### src/mpc_pkg.sv
/*
 * Shared constants for the management serial controller: register offsets,
 * field positions, reset values, frame layout and state encodings.
 * Assumes byte addressing on a 32-bit APB bus with one word per register.
 */
package mpc_pkg;

    // Register byte offsets
    localparam logic [11:0] OFS_VERSION    = 12'h000;
    localparam logic [11:0] OFS_CONTROL    = 12'h004;
    localparam logic [11:0] OFS_ACK_MAP    = 12'h008;
    localparam logic [11:0] OFS_LINK_MAP   = 12'h00C;
    localparam logic [11:0] OFS_LINK_RAW   = 12'h010;
    localparam logic [11:0] OFS_LINK_GATED = 12'h014;
    localparam logic [11:0] OFS_CMD_RAW    = 12'h020;
    localparam logic [11:0] OFS_CMD_GATED  = 12'h024;
    localparam logic [11:0] OFS_GATE_SET   = 12'h028;
    localparam logic [11:0] OFS_GATE_CLR   = 12'h02C;
    localparam logic [11:0] OFS_XFER0      = 12'h080;
    localparam logic [11:0] OFS_WATCH0     = 12'h084;
    localparam logic [11:0] OFS_CHAN_STEP  = 12'h008;

    // Control register fields
    localparam int CTL_IDLE      = 31;
    localparam int CTL_ENABLE    = 30;
    localparam int CTL_PRE_OFF   = 20;
    localparam int CTL_FAULT     = 19;
    localparam int CTL_CHECK_ON  = 18;
    localparam int CTL_TEST_SET  = 17;
    localparam logic [4:0]  HIGHEST_CHANNEL = 5'h01;
    localparam logic [15:0] CLKDIV_RESET    = 16'h0255;

    // User transfer channel fields
    localparam int XF_GO      = 31;
    localparam int XF_WR      = 30;
    localparam int XF_REG_LSB = 21;
    localparam int XF_PHY_LSB = 16;

    // Watch channel fields
    localparam int WT_SRC  = 7;
    localparam int WT_GATE = 6;

    // Clause 22 frame layout
    localparam logic [1:0] FR_START    = 2'b01;
    localparam logic [1:0] FR_OP_RD    = 2'b10;
    localparam logic [1:0] FR_OP_WR    = 2'b01;
    localparam logic [1:0] FR_TA_WR    = 2'b10;
    localparam logic [5:0] BIT_FRAME0  = 6'd32;
    localparam logic [5:0] BIT_TA0     = 6'd46;
    localparam logic [5:0] BIT_ACK     = 6'd47;
    localparam logic [5:0] BIT_DATA0   = 6'd48;
    localparam logic [5:0] BIT_LAST    = 6'd63;
    localparam logic [4:0] STATUS_REG  = 5'h01;
    localparam int         STATUS_LINK = 2;

    typedef enum logic [0:0] {
        ST_IDLE  = 1'b0,
        ST_FRAME = 1'b1
    } mpc_state_type;

    typedef enum logic [1:0] {
        SRC_USER0 = 2'b00,
        SRC_USER1 = 2'b01,
        SRC_POLL  = 2'b10
    } mpc_src_type;

endpackage

### src/mpc_mgmt_ctrl.sv
/*
 * Management serial controller with two user transfer channels, two watch
 * channels, acknowledge and link bitmaps, and link/command event registers.
 * Assumes an APB master on pclk and clause 22 PHYs on the serial pins; the
 * data pin is split into input, output and enable for an outside pad.
 */
// Decided for this implementation: the APB slave port and the register offsets.
`timescale 1ns/1ps

module mpc_mgmt_ctrl #(
    parameter logic [31:0] VERSION_ID = 32'h0001_0000  // Arbitrary identity value
) (
    input  wire logic        pclk,
    input  wire logic        presetn,
    input  wire logic        psel,
    input  wire logic        penable,
    input  wire logic        pwrite,
    input  wire logic [11:0] paddr,
    input  wire logic [31:0] pwdata,
    output logic      [31:0] prdata,
    output logic             pready,
    output logic             pslverr,
    output logic             mgmt_serial_clock,
    input  wire logic        mdio_in,
    output logic             mdio_out,
    output logic             mdio_oe,
    input  wire logic [1:0]  ext_link_input,
    output logic             irq
);
    import mpc_pkg::*;

    // Sticky flag update: hardware set wins over software clear
    function automatic logic [1:0] f_sticky(input logic [1:0] cur,
                                            input logic [1:0] set,
                                            input logic [1:0] clr);
        f_sticky = (cur & ~clr) | set;
    endfunction

    // Offset of a per-channel register
    function automatic logic [11:0] f_chan_ofs(input logic [11:0] base, input int n);
        f_chan_ofs = base + (n[0] ? OFS_CHAN_STEP : 12'h000);
    endfunction

    // Control fields
    logic                enable;
    logic                pre_off;
    logic                fault;
    logic                readback_check_on;
    logic                event_test_set_on;
    logic [15:0]         clkdiv;
    // Bitmaps and events
    logic [31:0]         ack_map;
    logic [31:0]         link_map;
    logic [1:0]          link_change_raw;
    logic [1:0]          cmd_done_raw;
    logic [1:0]          cmd_done_gate_set;
    // Per-channel user transfer and watch configuration
    logic [1:0]          xf_go;
    logic [1:0]          xf_wr;
    logic [1:0]          xf_ack;
    logic [4:0]          xf_reg [2];
    logic [4:0]          xf_phy [2];
    logic [15:0]         xf_data [2];
    logic [4:0]          watched_phy_addr [2];
    logic [1:0]          link_source_select;
    logic [1:0]          link_change_gate;
    // Synchronisers
    logic                mdio_meta;
    logic                mdio_sync;
    logic [1:0]          ext_meta;
    logic [1:0]          ext_sync;
    // Frame engine
    mpc_state_type       state;
    mpc_src_type         cur_src;
    logic                cur_wr;
    logic [4:0]          cur_phy;
    logic [4:0]          cur_reg;
    logic [15:0]         cur_wdata;
    logic [5:0]          bit_cnt;
    logic [15:0]         rd_shift;
    logic                ack_seen;
    logic                poll_sel;
    logic [15:0]         div_cnt;
    logic [1:0]          eff_link_q;

    // Bus decode
    logic                wr_stb;
    logic                rd_setup;
    logic                mapped;
    logic [1:0]          wr_bits;
    logic [31:0]         rd_value;
    // Engine events
    logic                tick_fall;
    logic                tick_rise;
    logic                fault_set;
    logic                done;
    logic                start;
    logic [31:0]         frame_word;
    logic                drv_bit;
    logic                drv_en;
    logic [1:0]          eff_link;
    logic [1:0]          link_chg;
    logic [1:0]          link_gated;
    logic [1:0]          cmd_gated;
    logic [1:0]          cmd_set;
    logic [5:0]          fr_idx;

    assign wr_stb   = psel & penable & pwrite;
    assign rd_setup = psel & ~penable & ~pwrite;
    assign wr_bits  = pwdata[1:0];
    assign pready   = 1'b1;  // Zero wait states; no register needs stalling

    // Address decode for the error response
    always_comb begin
        case (paddr)
            OFS_VERSION, OFS_CONTROL, OFS_ACK_MAP, OFS_LINK_MAP,
            OFS_LINK_RAW, OFS_LINK_GATED, OFS_CMD_RAW, OFS_CMD_GATED,
            OFS_GATE_SET, OFS_GATE_CLR, OFS_XFER0, OFS_WATCH0,
            f_chan_ofs(OFS_XFER0, 1), f_chan_ofs(OFS_WATCH0, 1): mapped = 1'b1;
            default: mapped = 1'b0;
        endcase
    end

    // Pin synchronisers; first stages feed only the second
    always_ff @(posedge pclk or negedge presetn) begin
        if (!presetn) begin
            mdio_meta <= 1'b0;
            mdio_sync <= 1'b0;
            ext_meta  <= 2'b00;
            ext_sync  <= 2'b00;
        end else begin
            mdio_meta <= mdio_in;
            mdio_sync <= mdio_meta;
            ext_meta  <= ext_link_input;
            ext_sync  <= ext_meta;
        end
    end

    // Serial clock divider; zero divider parks the clock low
    assign tick_fall = (clkdiv != 16'h0000) && (div_cnt == clkdiv);
    assign tick_rise = (clkdiv != 16'h0000) && (div_cnt == (clkdiv >> 1));

    always_ff @(posedge pclk or negedge presetn) begin
        if (!presetn) begin
            div_cnt           <= 16'h0000;
            mgmt_serial_clock <= 1'b0;
        end else if (clkdiv == 16'h0000) begin
            div_cnt           <= 16'h0000;
            mgmt_serial_clock <= 1'b0;
        end else begin
            div_cnt           <= (div_cnt >= clkdiv) ? 16'h0000 : div_cnt + 16'h0001;
            mgmt_serial_clock <= (div_cnt > (clkdiv >> 1));
        end
    end

    // Frame content: start, opcode, addresses, turnaround, data
    assign frame_word = {FR_START, cur_wr ? FR_OP_WR : FR_OP_RD, cur_phy, cur_reg,
                         FR_TA_WR, cur_wdata};
    assign fr_idx  = bit_cnt - BIT_FRAME0;
    assign drv_bit = (bit_cnt < BIT_FRAME0) ? 1'b1 : frame_word[5'd31 - fr_idx[4:0]];
    // Reads release the pin from the first turnaround bit onward
    assign drv_en  = (state == ST_FRAME) && (cur_wr || bit_cnt < BIT_TA0);

    // Readback check only at sample points while driving
    // Sample point sits clkdiv>>1 pclk after the drive moves; dividers below 6 read stale bits
    assign fault_set = readback_check_on && (state == ST_FRAME) && tick_rise
                       && mdio_oe && (mdio_sync != mdio_out);
    assign done  = (state == ST_FRAME) && tick_fall && (bit_cnt == BIT_LAST) && !fault_set;
    // New frames only while enabled, so a disable lets the current one finish
    assign start = (state == ST_IDLE) && enable && tick_fall;

    // Frame engine state, channel arbitration and capture
    always_ff @(posedge pclk or negedge presetn) begin
        if (!presetn) begin
            state     <= ST_IDLE;
            cur_src   <= SRC_POLL;
            cur_wr    <= 1'b0;
            cur_phy   <= 5'h00;
            cur_reg   <= 5'h00;
            cur_wdata <= 16'h0000;
            bit_cnt   <= 6'd0;
            poll_sel  <= 1'b0;
        end else if (fault_set) begin
            state <= ST_IDLE;
        end else if (start) begin
            state   <= ST_FRAME;
            bit_cnt <= pre_off ? BIT_FRAME0 : 6'd0;
            if (xf_go[0]) begin
                cur_src   <= SRC_USER0;
                cur_wr    <= xf_wr[0];
                cur_phy   <= xf_phy[0];
                cur_reg   <= xf_reg[0];
                cur_wdata <= xf_data[0];
            end else if (xf_go[1]) begin
                cur_src   <= SRC_USER1;
                cur_wr    <= xf_wr[1];
                cur_phy   <= xf_phy[1];
                cur_reg   <= xf_reg[1];
                cur_wdata <= xf_data[1];
            end else begin
                // Idle time polls the watched PHYs' status register in turn
                cur_src   <= SRC_POLL;
                cur_wr    <= 1'b0;
                cur_phy   <= watched_phy_addr[poll_sel];
                cur_reg   <= STATUS_REG;
                cur_wdata <= 16'h0000;
                poll_sel  <= ~poll_sel;
            end
        end else if (state == ST_FRAME && tick_fall) begin
            if (bit_cnt == BIT_LAST) begin
                state <= ST_IDLE;
            end else begin
                bit_cnt <= bit_cnt + 6'd1;
            end
        end
    end

    // Read sampling; PHY pulls the second turnaround bit low to acknowledge
    always_ff @(posedge pclk or negedge presetn) begin
        if (!presetn) begin
            ack_seen <= 1'b0;
            rd_shift <= 16'h0000;
        end else if (state == ST_FRAME && tick_rise && !cur_wr) begin
            if (bit_cnt == BIT_ACK) begin
                ack_seen <= ~mdio_sync;
            end
            if (bit_cnt >= BIT_DATA0) begin
                rd_shift <= {rd_shift[14:0], mdio_sync};
            end
        end
    end

    // Pin drive registered; held for a whole serial clock period
    always_ff @(posedge pclk or negedge presetn) begin
        if (!presetn) begin
            mdio_out <= 1'b1;
            mdio_oe  <= 1'b0;
        end else begin
            mdio_out <= drv_en ? drv_bit : 1'b1;
            mdio_oe  <= drv_en;
        end
    end

    // Control register; fault set by hardware beats a clearing write
    always_ff @(posedge pclk or negedge presetn) begin
        if (!presetn) begin
            enable            <= 1'b0;
            pre_off           <= 1'b0;
            fault             <= 1'b0;
            readback_check_on <= 1'b0;
            event_test_set_on <= 1'b0;
            clkdiv            <= CLKDIV_RESET;
        end else begin
            if (wr_stb && paddr == OFS_CONTROL) begin
                enable            <= pwdata[CTL_ENABLE];
                pre_off           <= pwdata[CTL_PRE_OFF];
                readback_check_on <= pwdata[CTL_CHECK_ON];
                event_test_set_on <= pwdata[CTL_TEST_SET];
                clkdiv            <= pwdata[15:0];
            end
            if (fault_set) begin
                fault <= 1'b1;
            end else if (wr_stb && paddr == OFS_CONTROL && pwdata[CTL_FAULT]) begin
                fault <= 1'b0;
            end
        end
    end

    // Acknowledge and link bitmaps; a completing read overrides an acknowledge clear, and writes leave the link map unchanged
    always_ff @(posedge pclk or negedge presetn) begin
        if (!presetn) begin
            ack_map  <= 32'h0000_0000;
            link_map <= 32'h0000_0000;
        end else begin
            if (wr_stb && paddr == OFS_ACK_MAP) begin
                ack_map <= ack_map & ~pwdata;
            end
            if (done && !cur_wr) begin
                ack_map[cur_phy] <= ack_seen;
                if (cur_reg == STATUS_REG) begin
                    link_map[cur_phy] <= ack_seen & rd_shift[STATUS_LINK];
                end
            end
        end
    end

    // User transfer channels; writes blocked while go is set
    always_ff @(posedge pclk or negedge presetn) begin
        if (!presetn) begin
            xf_go  <= 2'b00;
            xf_wr  <= 2'b00;
            xf_ack <= 2'b00;
            for (int i = 0; i < 2; i++) begin
                xf_reg[i]  <= 5'h00;
                xf_phy[i]  <= 5'h00;
                xf_data[i] <= 16'h0000;
            end
        end else begin
            for (int i = 0; i < 2; i++) begin
                if (wr_stb && paddr == f_chan_ofs(OFS_XFER0, i) && !xf_go[i]) begin
                    xf_go[i]   <= pwdata[XF_GO] & enable;
                    xf_wr[i]   <= pwdata[XF_WR];
                    xf_reg[i]  <= pwdata[XF_REG_LSB +: 5];
                    xf_phy[i]  <= pwdata[XF_PHY_LSB +: 5];
                    xf_data[i] <= pwdata[15:0];
                end
                if (done && cur_src == ((i == 0) ? SRC_USER0 : SRC_USER1)) begin
                    xf_go[i] <= 1'b0;
                    if (!cur_wr) begin
                        xf_ack[i]  <= ack_seen;
                        xf_data[i] <= rd_shift;
                    end
                end
            end
        end
    end

    // Watch channel configuration
    always_ff @(posedge pclk or negedge presetn) begin
        if (!presetn) begin
            link_source_select <= 2'b00;
            link_change_gate   <= 2'b00;
            for (int i = 0; i < 2; i++) begin
                watched_phy_addr[i] <= 5'h00;
            end
        end else begin
            for (int i = 0; i < 2; i++) begin
                if (wr_stb && paddr == f_chan_ofs(OFS_WATCH0, i)) begin
                    watched_phy_addr[i]   <= pwdata[4:0];
                    link_source_select[i] <= pwdata[WT_SRC];
                    link_change_gate[i]   <= pwdata[WT_GATE];
                end
            end
        end
    end

    // Effective link per watch channel and its change
    always_comb begin
        for (int i = 0; i < 2; i++) begin
            eff_link[i] = link_source_select[i] ? ext_sync[i]
                                                : link_map[watched_phy_addr[i]];
        end
    end
    assign link_chg   = eff_link ^ eff_link_q;
    assign link_gated = link_change_raw & link_change_gate;
    assign cmd_gated  = cmd_done_raw & cmd_done_gate_set;
    assign cmd_set    = {done && cur_src == SRC_USER1, done && cur_src == SRC_USER0};

    // Event registers; test mode turns written ones into sets
    always_ff @(posedge pclk or negedge presetn) begin
        if (!presetn) begin
            eff_link_q        <= 2'b00;
            link_change_raw   <= 2'b00;
            cmd_done_raw      <= 2'b00;
            cmd_done_gate_set <= 2'b00;
        end else begin
            eff_link_q <= eff_link;
            link_change_raw <= f_sticky(link_change_raw,
                link_chg
                | ((wr_stb && event_test_set_on && paddr == OFS_LINK_RAW) ? wr_bits : 2'b00)
                | ((wr_stb && event_test_set_on && paddr == OFS_LINK_GATED)
                   ? (wr_bits & link_change_gate) : 2'b00),
                ((wr_stb && paddr == OFS_LINK_RAW) ? wr_bits : 2'b00)
                | ((wr_stb && paddr == OFS_LINK_GATED)
                   ? (wr_bits & link_change_gate) : 2'b00));
            cmd_done_raw <= f_sticky(cmd_done_raw,
                cmd_set
                | ((wr_stb && event_test_set_on && paddr == OFS_CMD_RAW) ? wr_bits : 2'b00)
                | ((wr_stb && event_test_set_on && paddr == OFS_CMD_GATED)
                   ? (wr_bits & cmd_done_gate_set) : 2'b00),
                ((wr_stb && paddr == OFS_CMD_RAW) ? wr_bits : 2'b00)
                | ((wr_stb && paddr == OFS_CMD_GATED)
                   ? (wr_bits & cmd_done_gate_set) : 2'b00));
            if (wr_stb && paddr == OFS_GATE_SET) begin
                cmd_done_gate_set <= cmd_done_gate_set | wr_bits;
            end else if (wr_stb && paddr == OFS_GATE_CLR) begin
                cmd_done_gate_set <= cmd_done_gate_set & ~wr_bits;
            end
        end
    end

    // Interrupt output registered from the gated bits
    always_ff @(posedge pclk or negedge presetn) begin
        if (!presetn) begin
            irq <= 1'b0;
        end else begin
            irq <= (|link_gated) | (|cmd_gated);
        end
    end

    // Read mux; reserved bits read zero
    always_comb begin
        case (paddr)
            OFS_VERSION:    rd_value = VERSION_ID;
            OFS_CONTROL:    rd_value = {state == ST_IDLE, enable, 1'b0, HIGHEST_CHANNEL,
                                        3'b000, pre_off, fault, readback_check_on,
                                        event_test_set_on, 1'b0, clkdiv};
            OFS_ACK_MAP:    rd_value = ack_map;
            OFS_LINK_MAP:   rd_value = link_map;
            OFS_LINK_RAW:   rd_value = {30'h0, link_change_raw};
            OFS_LINK_GATED: rd_value = {30'h0, link_gated};
            OFS_CMD_RAW:    rd_value = {30'h0, cmd_done_raw};
            OFS_CMD_GATED:  rd_value = {30'h0, cmd_gated};
            OFS_GATE_SET,
            OFS_GATE_CLR:   rd_value = {30'h0, cmd_done_gate_set};
            OFS_XFER0:      rd_value = {xf_go[0], xf_wr[0], xf_ack[0], 3'b000,
                                        xf_reg[0], xf_phy[0], xf_data[0]};
            OFS_WATCH0:     rd_value = {24'h0, link_source_select[0], link_change_gate[0],
                                        1'b0, watched_phy_addr[0]};
            f_chan_ofs(OFS_XFER0, 1):  rd_value = {xf_go[1], xf_wr[1], xf_ack[1], 3'b000,
                                                   xf_reg[1], xf_phy[1], xf_data[1]};
            f_chan_ofs(OFS_WATCH0, 1): rd_value = {24'h0, link_source_select[1],
                                                   link_change_gate[1], 1'b0,
                                                   watched_phy_addr[1]};
            default:        rd_value = 32'h0000_0000;
        endcase
    end

    // Read data and error latched in the setup cycle, valid during access
    always_ff @(posedge pclk or negedge presetn) begin
        if (!presetn) begin
            prdata  <= 32'h0000_0000;
            pslverr <= 1'b0;
        end else if (psel && !penable) begin
            prdata  <= rd_setup ? rd_value : 32'h0000_0000;
            pslverr <= !mapped;
        end
    end

endmodule

### config.mk
export PLATFORM = sky130hd
export DESIGN_NAME = mpc_mgmt_ctrl
export DESIGN_NICKNAME = d
export VERILOG_FILES = /design/src/mpc_pkg.sv /design/src/mpc_mgmt_ctrl.sv
export SDC_FILE = /design/constraint.sdc
export NUM_CORES = 1
export LEC_CHECK = 0
export BUFFER_PORTS_ARGS = -buffer_cell sky130_fd_sc_hd__buf_4
export CAP_MARGIN = 30
export CORE_UTILIZATION = 40
export CTS_CLUSTER_DIAMETER = 30
export DETAILED_ROUTE_END_ITERATION = 8
export HOLD_SLACK_MARGIN = 0.06
export SETUP_SLACK_MARGIN = 0.3
export SYNTH_ARGS = -nofsm -noshare
export SYNTH_HDL_FRONTEND = slang
export SYNTH_SLANG_ARGS = --single-unit
export TNS_END_PERCENT = 100
### constraint.sdc
create_clock -name pclk -period 3.9 [get_ports pclk]
set_input_delay 0.195 -clock pclk [delete_from_list [all_inputs] [get_ports pclk]]
set_output_delay 0.195 -clock pclk [all_outputs]
set_load 0.01 [all_outputs]
==> implementation parameters, run 1 <==
Parameter                              Value

Status
  Status    finished clean

Power and ir drop
  Logic gate share of total power    0.024
  Peak supply drop    between 300 and 400 uV
  Power consumption    a little over 9 mW
  Internal portion of total power    around 7.2 mW
  Switching fraction of total power    0.218
  Areal power density over the cells    just under 500 nW/um^2
  Net switching power    roughly 2 mW
  Leakage power of the design    slightly above 8 nW
  Clock power share    0.662
  Sequential share of power    0.314

GRT
  Total gr overflow    0
  Maximum number of pins on one net before global-route repair    approximately 110
  Total routing resource utilization after global routing    0.257
  Top Usage Layer GRT    met2
  Number of global-route vias before repair    between 10,000 and 15,000
  GR met1 Demand/Resource    0.355
  Met2 GRT Util    0.397
  First-pass GRT wire length    ~74 mm
  Number of antenna violations at the first check in global routing    0
  Routing usage on met3    0.0478

Timing
  Summed negative setup slack over all endpoints    0 ns
  Hold Violations, Final    0
  Max-Slew Margin vs Limit    0.304
  RSZ-0062 raised after global routing    no
  Final number of max-transition violations    0
  Final setup violating endpoints    0
  Final WS setup    between 0.7 and 0.8 ns
  Final critical delay including setup and external delays    about 3.2 ns
  Worst Tran Pin Value    around 1.0 ns
  Maximum operating frequency    around 320 MHz
  Clock Skew    just under 0.02 ns
  Final worst-path cycle share    0.808

Synth
  Mux cell area share after synthesis    0.133
  Top post-synthesis cells by area    dfrtp_1 (46%), mux2i_1 (7.4%), nand2_1 (4.8%)
  Number of synthesized flops with an enable pin    0
  Compound-Gate Fraction of Synth Area    0.171
  Synthesized area    roughly 15,000 um^2
  Post-synth top area share    0.462
  Post-synthesis xor/xnor area fraction    0.0137
  Register bit count reported by yosys    ~280
  Number of nets produced by synthesis    1,538
  Post-Synthesis Cells    ~1,500
  Synthesized-area fraction occupied by adder cells    0.0281
  Simple-gate share of the synthesized area    0.133
  Cell type contributing the most total cell area after synthesis    dfrtp_1
  Syn_area_per_cell    approximately 10 um^2
  Most used flip-flop cell after synthesis    dfrtp_1
  Main combinational cell family by area after synthesis    compound AO/OA/AOI/OAI gates
  Share of synthesized area occupied by flip-flops and latches    0.474
  Post-synth cell types    76
  Warning count from the yosys run    0
  Synth async-reset ratio    1.00

Clock network
  Deepest level of the CTS H-tree    3
  Maximum clock path buffer count    3
  Clock edge transition at the registers on the reported setup and hold paths    around 0.040 ns
  CTS Hold Bufs    38
  Number of buffers inserted during clock tree synthesis    between 70 and 80
  Clock tree from TritonCTS    yes
  Clock insertion delay at the later pin of the skew report    between 0.5 and 0.6 ns
  CTS root buffer    clkbuf_16
  Post-CTS Repair Setup Buffers    0
  # clock sinks    roughly 280
  Post-cts sizing count    0

Critical path
  Crit path largest cell delay    between 0.6 and 0.7 ns
  Top delay family on crit path    simple AND/OR/NAND/NOR gates
  Required arrival time at the worst endpoint    around 4.4 ns
  Critical Path AT    roughly 3.6 ns
  Crit Path Class    register to register
  Critical path launch point type    register
  Endpoint type of the worst setup path    register
  Crit Path Max Fanout    16
  Cell-by-cell listing of the critical path    inv_1 > ha_1 > nand2_1 > nor3_1 > and3_1 > nor2b_1 > nand3_1 > mux2_2
  CP max stage cell    nand3_1
  Buffers plus inverters on the worst setup path    1

Placed design
  Post-placement setup slack    between 0.8 and 0.9 ns
  Final estimated routing congestion in global placement    0.970
  Detailed-placement wirelength estimate    33.7 mm
  Quantity of I/O buffers inserted on ports    around 90
  Dpl cell area    15,800 um^2

Final layout
  # nets final    approximately 1,700
  Commonest cells after routing, fill and taps aside    dfrtp_1 (271), nand2_1 (189), o21ai_0 (128), buf_4 (118), mux2i_1 (109)
  Fraction of layout cells with a size suffix above 1    0.204
  Final design area excluding fillers    18,700 um^2
  Leading cell type in the layout, fill and taps excluded    dfrtp_1
  P&R area growth vs syn    27.3%

Floorplanning
  Area of the placeable core    35,800 um^2
  Count of standard-cell rows    a little under 70
  Initial standard-cell utilization of the core    0.410
  Count of pins on the block boundary    90
  Die Footprint    roughly 37,000 um^2
  Vertical die dimension    slightly below 200 um
  Horizontal die dimension    just under 200 um

Flow run
  Number of max-cap violations    0

Routing
  Remaining antenna violation count    0
  Remaining DRCs    0
  Initial drt markers    approximately 1,200
  Number of detailed-route iterations in the first pass    8
  Via density per instance    approximately 5.8
  Final wirelength    just under 50 mm
  Detailed-route via count    12,400
  Average wire per cell in the routed design    between 20 and 25 um

Worst hold path
  Type of the worst min-delay path    input port to register
-- power groups by stage --
stage	combinational, mW	sequential, mW	clock (mW)
finish	0.226	2.91	6.13
global placement	0.197	2.95	0
CTS	0.229	2.91	6.20
global route	0.248	2.90	6.38
detailed placement	0.199	2.95	0
floorplan	0.0543	2.94	0
-- cells by family after synthesis --
family / after synthesis
compound gates: 386
xor+xnor: 23
simple gates: 413
mux: 176
fa+ha+maj: 33
buf+inv: 143
other cells: 1
flops: 278
-- cell usage after synthesis, types with 11 or more instances --
cell type and count:
nand2_1 189, nor3_1 16, buf_2 17, nor2_1 84, inv_1 50, a31oi_1 15, a22oi_1 32, a21o_1 28
nand2b_1 12, nand4_1 12, a21oi_1 64, mux2i_1 109, mux2_2 57, dfrtp_1 271, o31ai_1 34, xnor2_1 11
nor2b_1 15, nand3_1 25, clkbuf_1 57, xor2_1 12, and3_1 12, a222oi_1 21, o21ai_0 128, ha_1 33
-- stage by stage --
step / cells / hold WS, ns / utilization
2_1_floorplan: 1453 / -0.101 / -
3_3_place_gp: 1943 / 0.305 / 0.439
3_5_place_dp: 1945 / 0.305 / 0.440
4_1_cts: 2120 / 0.0796 / 0.522
5_1_grt: 2120 / 0.110 / 0.522
6_report: 2121 / 0.104 / 0.522
-- worst reg2reg max path, cell delays in order, from the launching register on --
cell	delay [ns]
dfrtp_1	0.42
inv_1	0.10
ha_1	0.30
nand2_1	0.08
nor3_1	0.43
and3_1	0.30
nor2b_1	0.21
nand3_1	0.65
mux2_2	0.55
-- path summary, 6_finish.rpt --
check / slack, ns / cells after the start / end / start
max reg2reg: 0.75 / 8 / rd_shift[10]$_DFFE_PN0P_ / clkdiv[14]$_DFFE_PN0P_
max in group asynchronous: 2.46 / 3 / link_map[10]$_DFFE_PN0P_ / presetn
max: 0.75 / 8 / rd_shift[10]$_DFFE_PN0P_ / clkdiv[14]$_DFFE_PN0P_
min in group asynchronous: 0.25 / 2 / prdata[27]$_DFFE_PN0P_ / presetn
min reg2reg: 0.35 / 0 / mdio_sync$_DFF_PN0_ / mdio_meta$_DFF_PN0_
min: 0.10 / 2 / register / paddr[2]
-- layer usage --
| metal | share of wire | routed length (um) |
|---|---|---|
| met3 | 0.067 | 3200 |
| met1 | 0.44 | 21200 |
| met2 | 0.46 | 22000 |
| met5 | 0 | 0 |
| met4 | 0.035 | 1660 |
-- final cells by class --
class,count,area [um^2]
diodes,1,2.50
repair buffers,160,1340
clock buffers,103,2120
flip-flops and latches,278,6970
well taps,461,577
multi-input cells,1032,7060
fillers,3171,17100
clock inverters,34,432
inverters,52,195
(Power assumes the default switching activity.)
==> run 2, diff against run 1 <==
clock period = 2.6 ns   (was 3.9 ns; I/O delays follow)
==> run 2 against run 1 <==
Effect of this change:
- register-to-register slack got worse by 0.66 ns
- cell count up 5.3%
- via count increased by 7.2%
- combinational power rose by 63%
- utilization is 8.1 points higher
- sequential power grew 50%
- critical path type unchanged
==> implementation parameters, run 2 (synthesized netlist as in run 1, its figures left out) <==
Parameter                              Value

Critical path
  Critical Path AT    2.94 ns (-0.68 ns)
  R2r setup slk    0.09 ns (-0.66 ns)
  Crit Path Max Fanout    8 (-8)
  Endpoint type of the worst setup path    register
  Critical path launch point type    register
  Required arrival time at the worst endpoint    3.03 ns (-1.34 ns)
  Beginning of the worst register-to-register path    clkdiv[9]$_DFFE_PN1P_
  Reg-to-reg endpoint    link_map[9]$_DFFE_PN0P_
  Number of cell instances on the worst register-to-register path    12 (+4)
  Crit Path Class    register to register

Clock network
  Clock edge transition at the registers on the reported setup and hold paths    0.04 ns (about the same)
  CTS root buffer    clkbuf_16
  Clock tree from TritonCTS    yes
  Clock insertion delay at the later pin of the skew report    0.58 ns (about the same)
  # clock sinks    278 (unchanged)
  Deepest level of the CTS H-tree    3 (unchanged)
  Number of buffers inserted during clock tree synthesis    73 (-2.7%)
  Maximum clock path buffer count    3 (unchanged)

Timing
  Final WS setup    0.0858 ns (-0.663 ns)
  Summed negative setup slack over all endpoints    0 ns (unchanged)
  Max-Slew Margin vs Limit    0.432 (+0.129)
  Final critical delay including setup and external delays    2.51 ns (-0.637 ns)
  Final number of max-transition violations    0 (unchanged)
  Worst Tran Pin Value    0.845 ns (-0.200 ns)
  Clock Skew    0.0194 ns (+0.0000164 ns)
  RSZ-0062 raised after global routing    yes
  Worst slack on hold paths    0.0832 ns (-0.0203 ns)
  Final worst-path cycle share    0.967 (+0.159)
  Final setup violating endpoints    0 (unchanged)
  Maximum operating frequency    398 MHz (+25%)
  Hold Violations, Final    0 (unchanged)

Power and ir drop
  Areal power density over the cells    687 nW/um^2 (+39%)
  Switching fraction of total power    0.201 (-0.0179)
  Net switching power    2.97 mW (+47%)
  Internal portion of total power    11.8 mW (+64%)
  Power consumption    14.8 mW (+60%)
  Leakage power of the design    9.52 nW (+15%)
  Logic gate share of total power    0.025 (about the same)
  Peak supply drop    453 uV (+16%)
  Clock power share    0.681 (+0.019)
  Sequential share of power    0.294 (-0.020)

Placed design
  Total placed cells including tap cells    2,022 (+4.0%)
  Post-placement setup slack    -0.241 ns (-1.05 ns)
  Quantity of I/O buffers inserted on ports    88 (unchanged)
  Final estimated routing congestion in global placement    0.932 (-3.9%)
  Dpl cell area    16,500 um^2 (+4.9%)
  Detailed-placement wirelength estimate    34.7 mm (+2.9%)

Routing
  Via density per instance    5.94 (+1.8%)
  Final wirelength    53.5 mm (+11%)
  Remaining DRCs    0 (unchanged)
  Detailed-route via count    13,300 (+7.2%)
  Average wire per cell in the routed design    24.0 um (+5.9%)
  Initial drt markers    1,200 (+4.3%)
  Number of detailed-route iterations in the first pass    8 (unchanged)
  Remaining antenna violation count    0 (unchanged)

Floorplanning
  Area of the placeable core    35,800 um^2 (unchanged)
  Initial standard-cell utilization of the core    0.410 (unchanged)
  Vertical die dimension    194 um (unchanged)
  Count of pins on the block boundary    90 (unchanged)
  Horizontal die dimension    194 um (unchanged)
  Die Footprint    37,500 um^2 (unchanged)
  Count of standard-cell rows    69 (unchanged)

GRT
  Top Usage Layer GRT    met2
  Routing usage on met3    0.0497 (+0.00191)
  First-pass GRT wire length    79.8 mm (+8.2%)
  Maximum number of pins on one net before global-route repair    75 (-33%)
  Met2 GRT Util    0.434 (+0.0368)
  Number of global-route vias before repair    13,400 (+9.6%)
  GR met1 Demand/Resource    0.376 (+0.0209)
  Total gr overflow    0 (unchanged)
  Total routing resource utilization after global routing    0.278 (+0.0212)
  Number of antenna violations at the first check in global routing    0 (unchanged)

Final layout
  Share of the core filled with cells in the final layout    0.602 (+0.0806)
  Ant diodes    0 (-1)
  Final design area excluding fillers    21,600 um^2 (+15%)
  P&R area growth vs syn    46.9%
  Commonest cells after routing, fill and taps aside    dfrtp_1 (271), buf_4 (171), nand2_1 (148), mux2i_1 (109), clkbuf_16 (82)
  Leading cell type in the layout, fill and taps excluded    dfrtp_1
  Fraction of layout cells with a size suffix above 1    0.364 (+0.160)
  # nets final    1,798 (+6.8%)
  Count of fill cells added during filler insertion    2,843 (-10%)
  Final instance count without filler cells    2,233 (+5.3%)

Worst hold path
  Start point of the worst hold path    paddr[4]
  Count of cells along the worst hold path    4 (+2)
  Worst hold path endpoint    pslverr$_DFFE_PN0P_
  Type of the worst min-delay path    input port to register

Status
  Status    finished clean

Flow run
  Number of max-cap violations    0 (unchanged)
run 2: cell types whose count changed in the layout (fill, tap and decap cells not counted), sizes merged, moves of 2 or more:
cell      before  now
buf          122  232
bufinv         7   17
clkinv        23   18
clkinvlp       3    1
run 2: cell type report:
class / count / area, um^2 / share of cell area
Clock inverter: 37 / 636 / 0.0294
Inverter: 52 / 198 / 0.00916
Tap cell: 461 / 577 / 0.0267
Timing Repair Buffer: 276 / 2900 / 0.134
Clock buffer: 97 / 2120 / 0.0983
Multi-Input combinational cell: 1032 / 8180 / 0.379
Sequential cell: 278 / 6970 / 0.323
run 2: critical path, cell delays in order, from the launching register on:
cell and delay, ns:
dfstp_2 0.53, inv_2 0.05, ha_4 0.25, nand4_1 0.09, nor2_2 0.17, and4_4 0.26
buf_6 0.11, nor4b_4 0.24, buf_12 0.24, buf_8 0.13, nand2_8 0.07, o21ai_2 0.13
o31ai_1 0.07
run 2: how the worst max path moves through the flow:
stage                              end             startpoint  slack [ns]  cells past startpoint
2_1_floorplan    div_cnt[10]$_DFF_PN0_  clkdiv[2]$_DFFE_PN1P_        0.31                      9
3_5_place_dp     ack_map[23]$_DFF_PN0_  clkdiv[9]$_DFFE_PN1P_       -0.24                      9
4_1_cts        link_map[0]$_DFFE_PN0P_  clkdiv[9]$_DFFE_PN1P_        0.11                     11
3_3_place_gp     ack_map[26]$_DFF_PN0_  clkdiv[9]$_DFFE_PN1P_       -0.25                      9
5_1_grt        link_map[2]$_DFFE_PN0P_  clkdiv[9]$_DFFE_PN1P_      -0.003                     11
6_report       link_map[9]$_DFFE_PN0P_  clkdiv[9]$_DFFE_PN1P_        0.09                     12
run 2: layer usage:
metal  up-vias  wire length [um]
met5         -                 0
met4         0              2190
met3       149              3730
met2       624             25000
met1      6624             22600
li1       5865                 -
run 2: what timing repair did:
item,CTS,global route
pin swaps,28,40
hold buffers,39,0
endpoints found under the setup margin,169,160
cloned,11,5
resized for setup,161,213
buffers inserted,14,8
hold endpoints to repair,196,0
run 2: power by group through the flow:
stage	clock network (mW)	logic (mW)	registers [mW]
final	10.1	0.369	4.36
after CTS	10.2	0.369	4.36
after global placement	0	0.317	4.42
after detailed placement	0	0.318	4.42
after floorplan	0	0.0817	4.42
after global routing	10.4	0.399	4.35
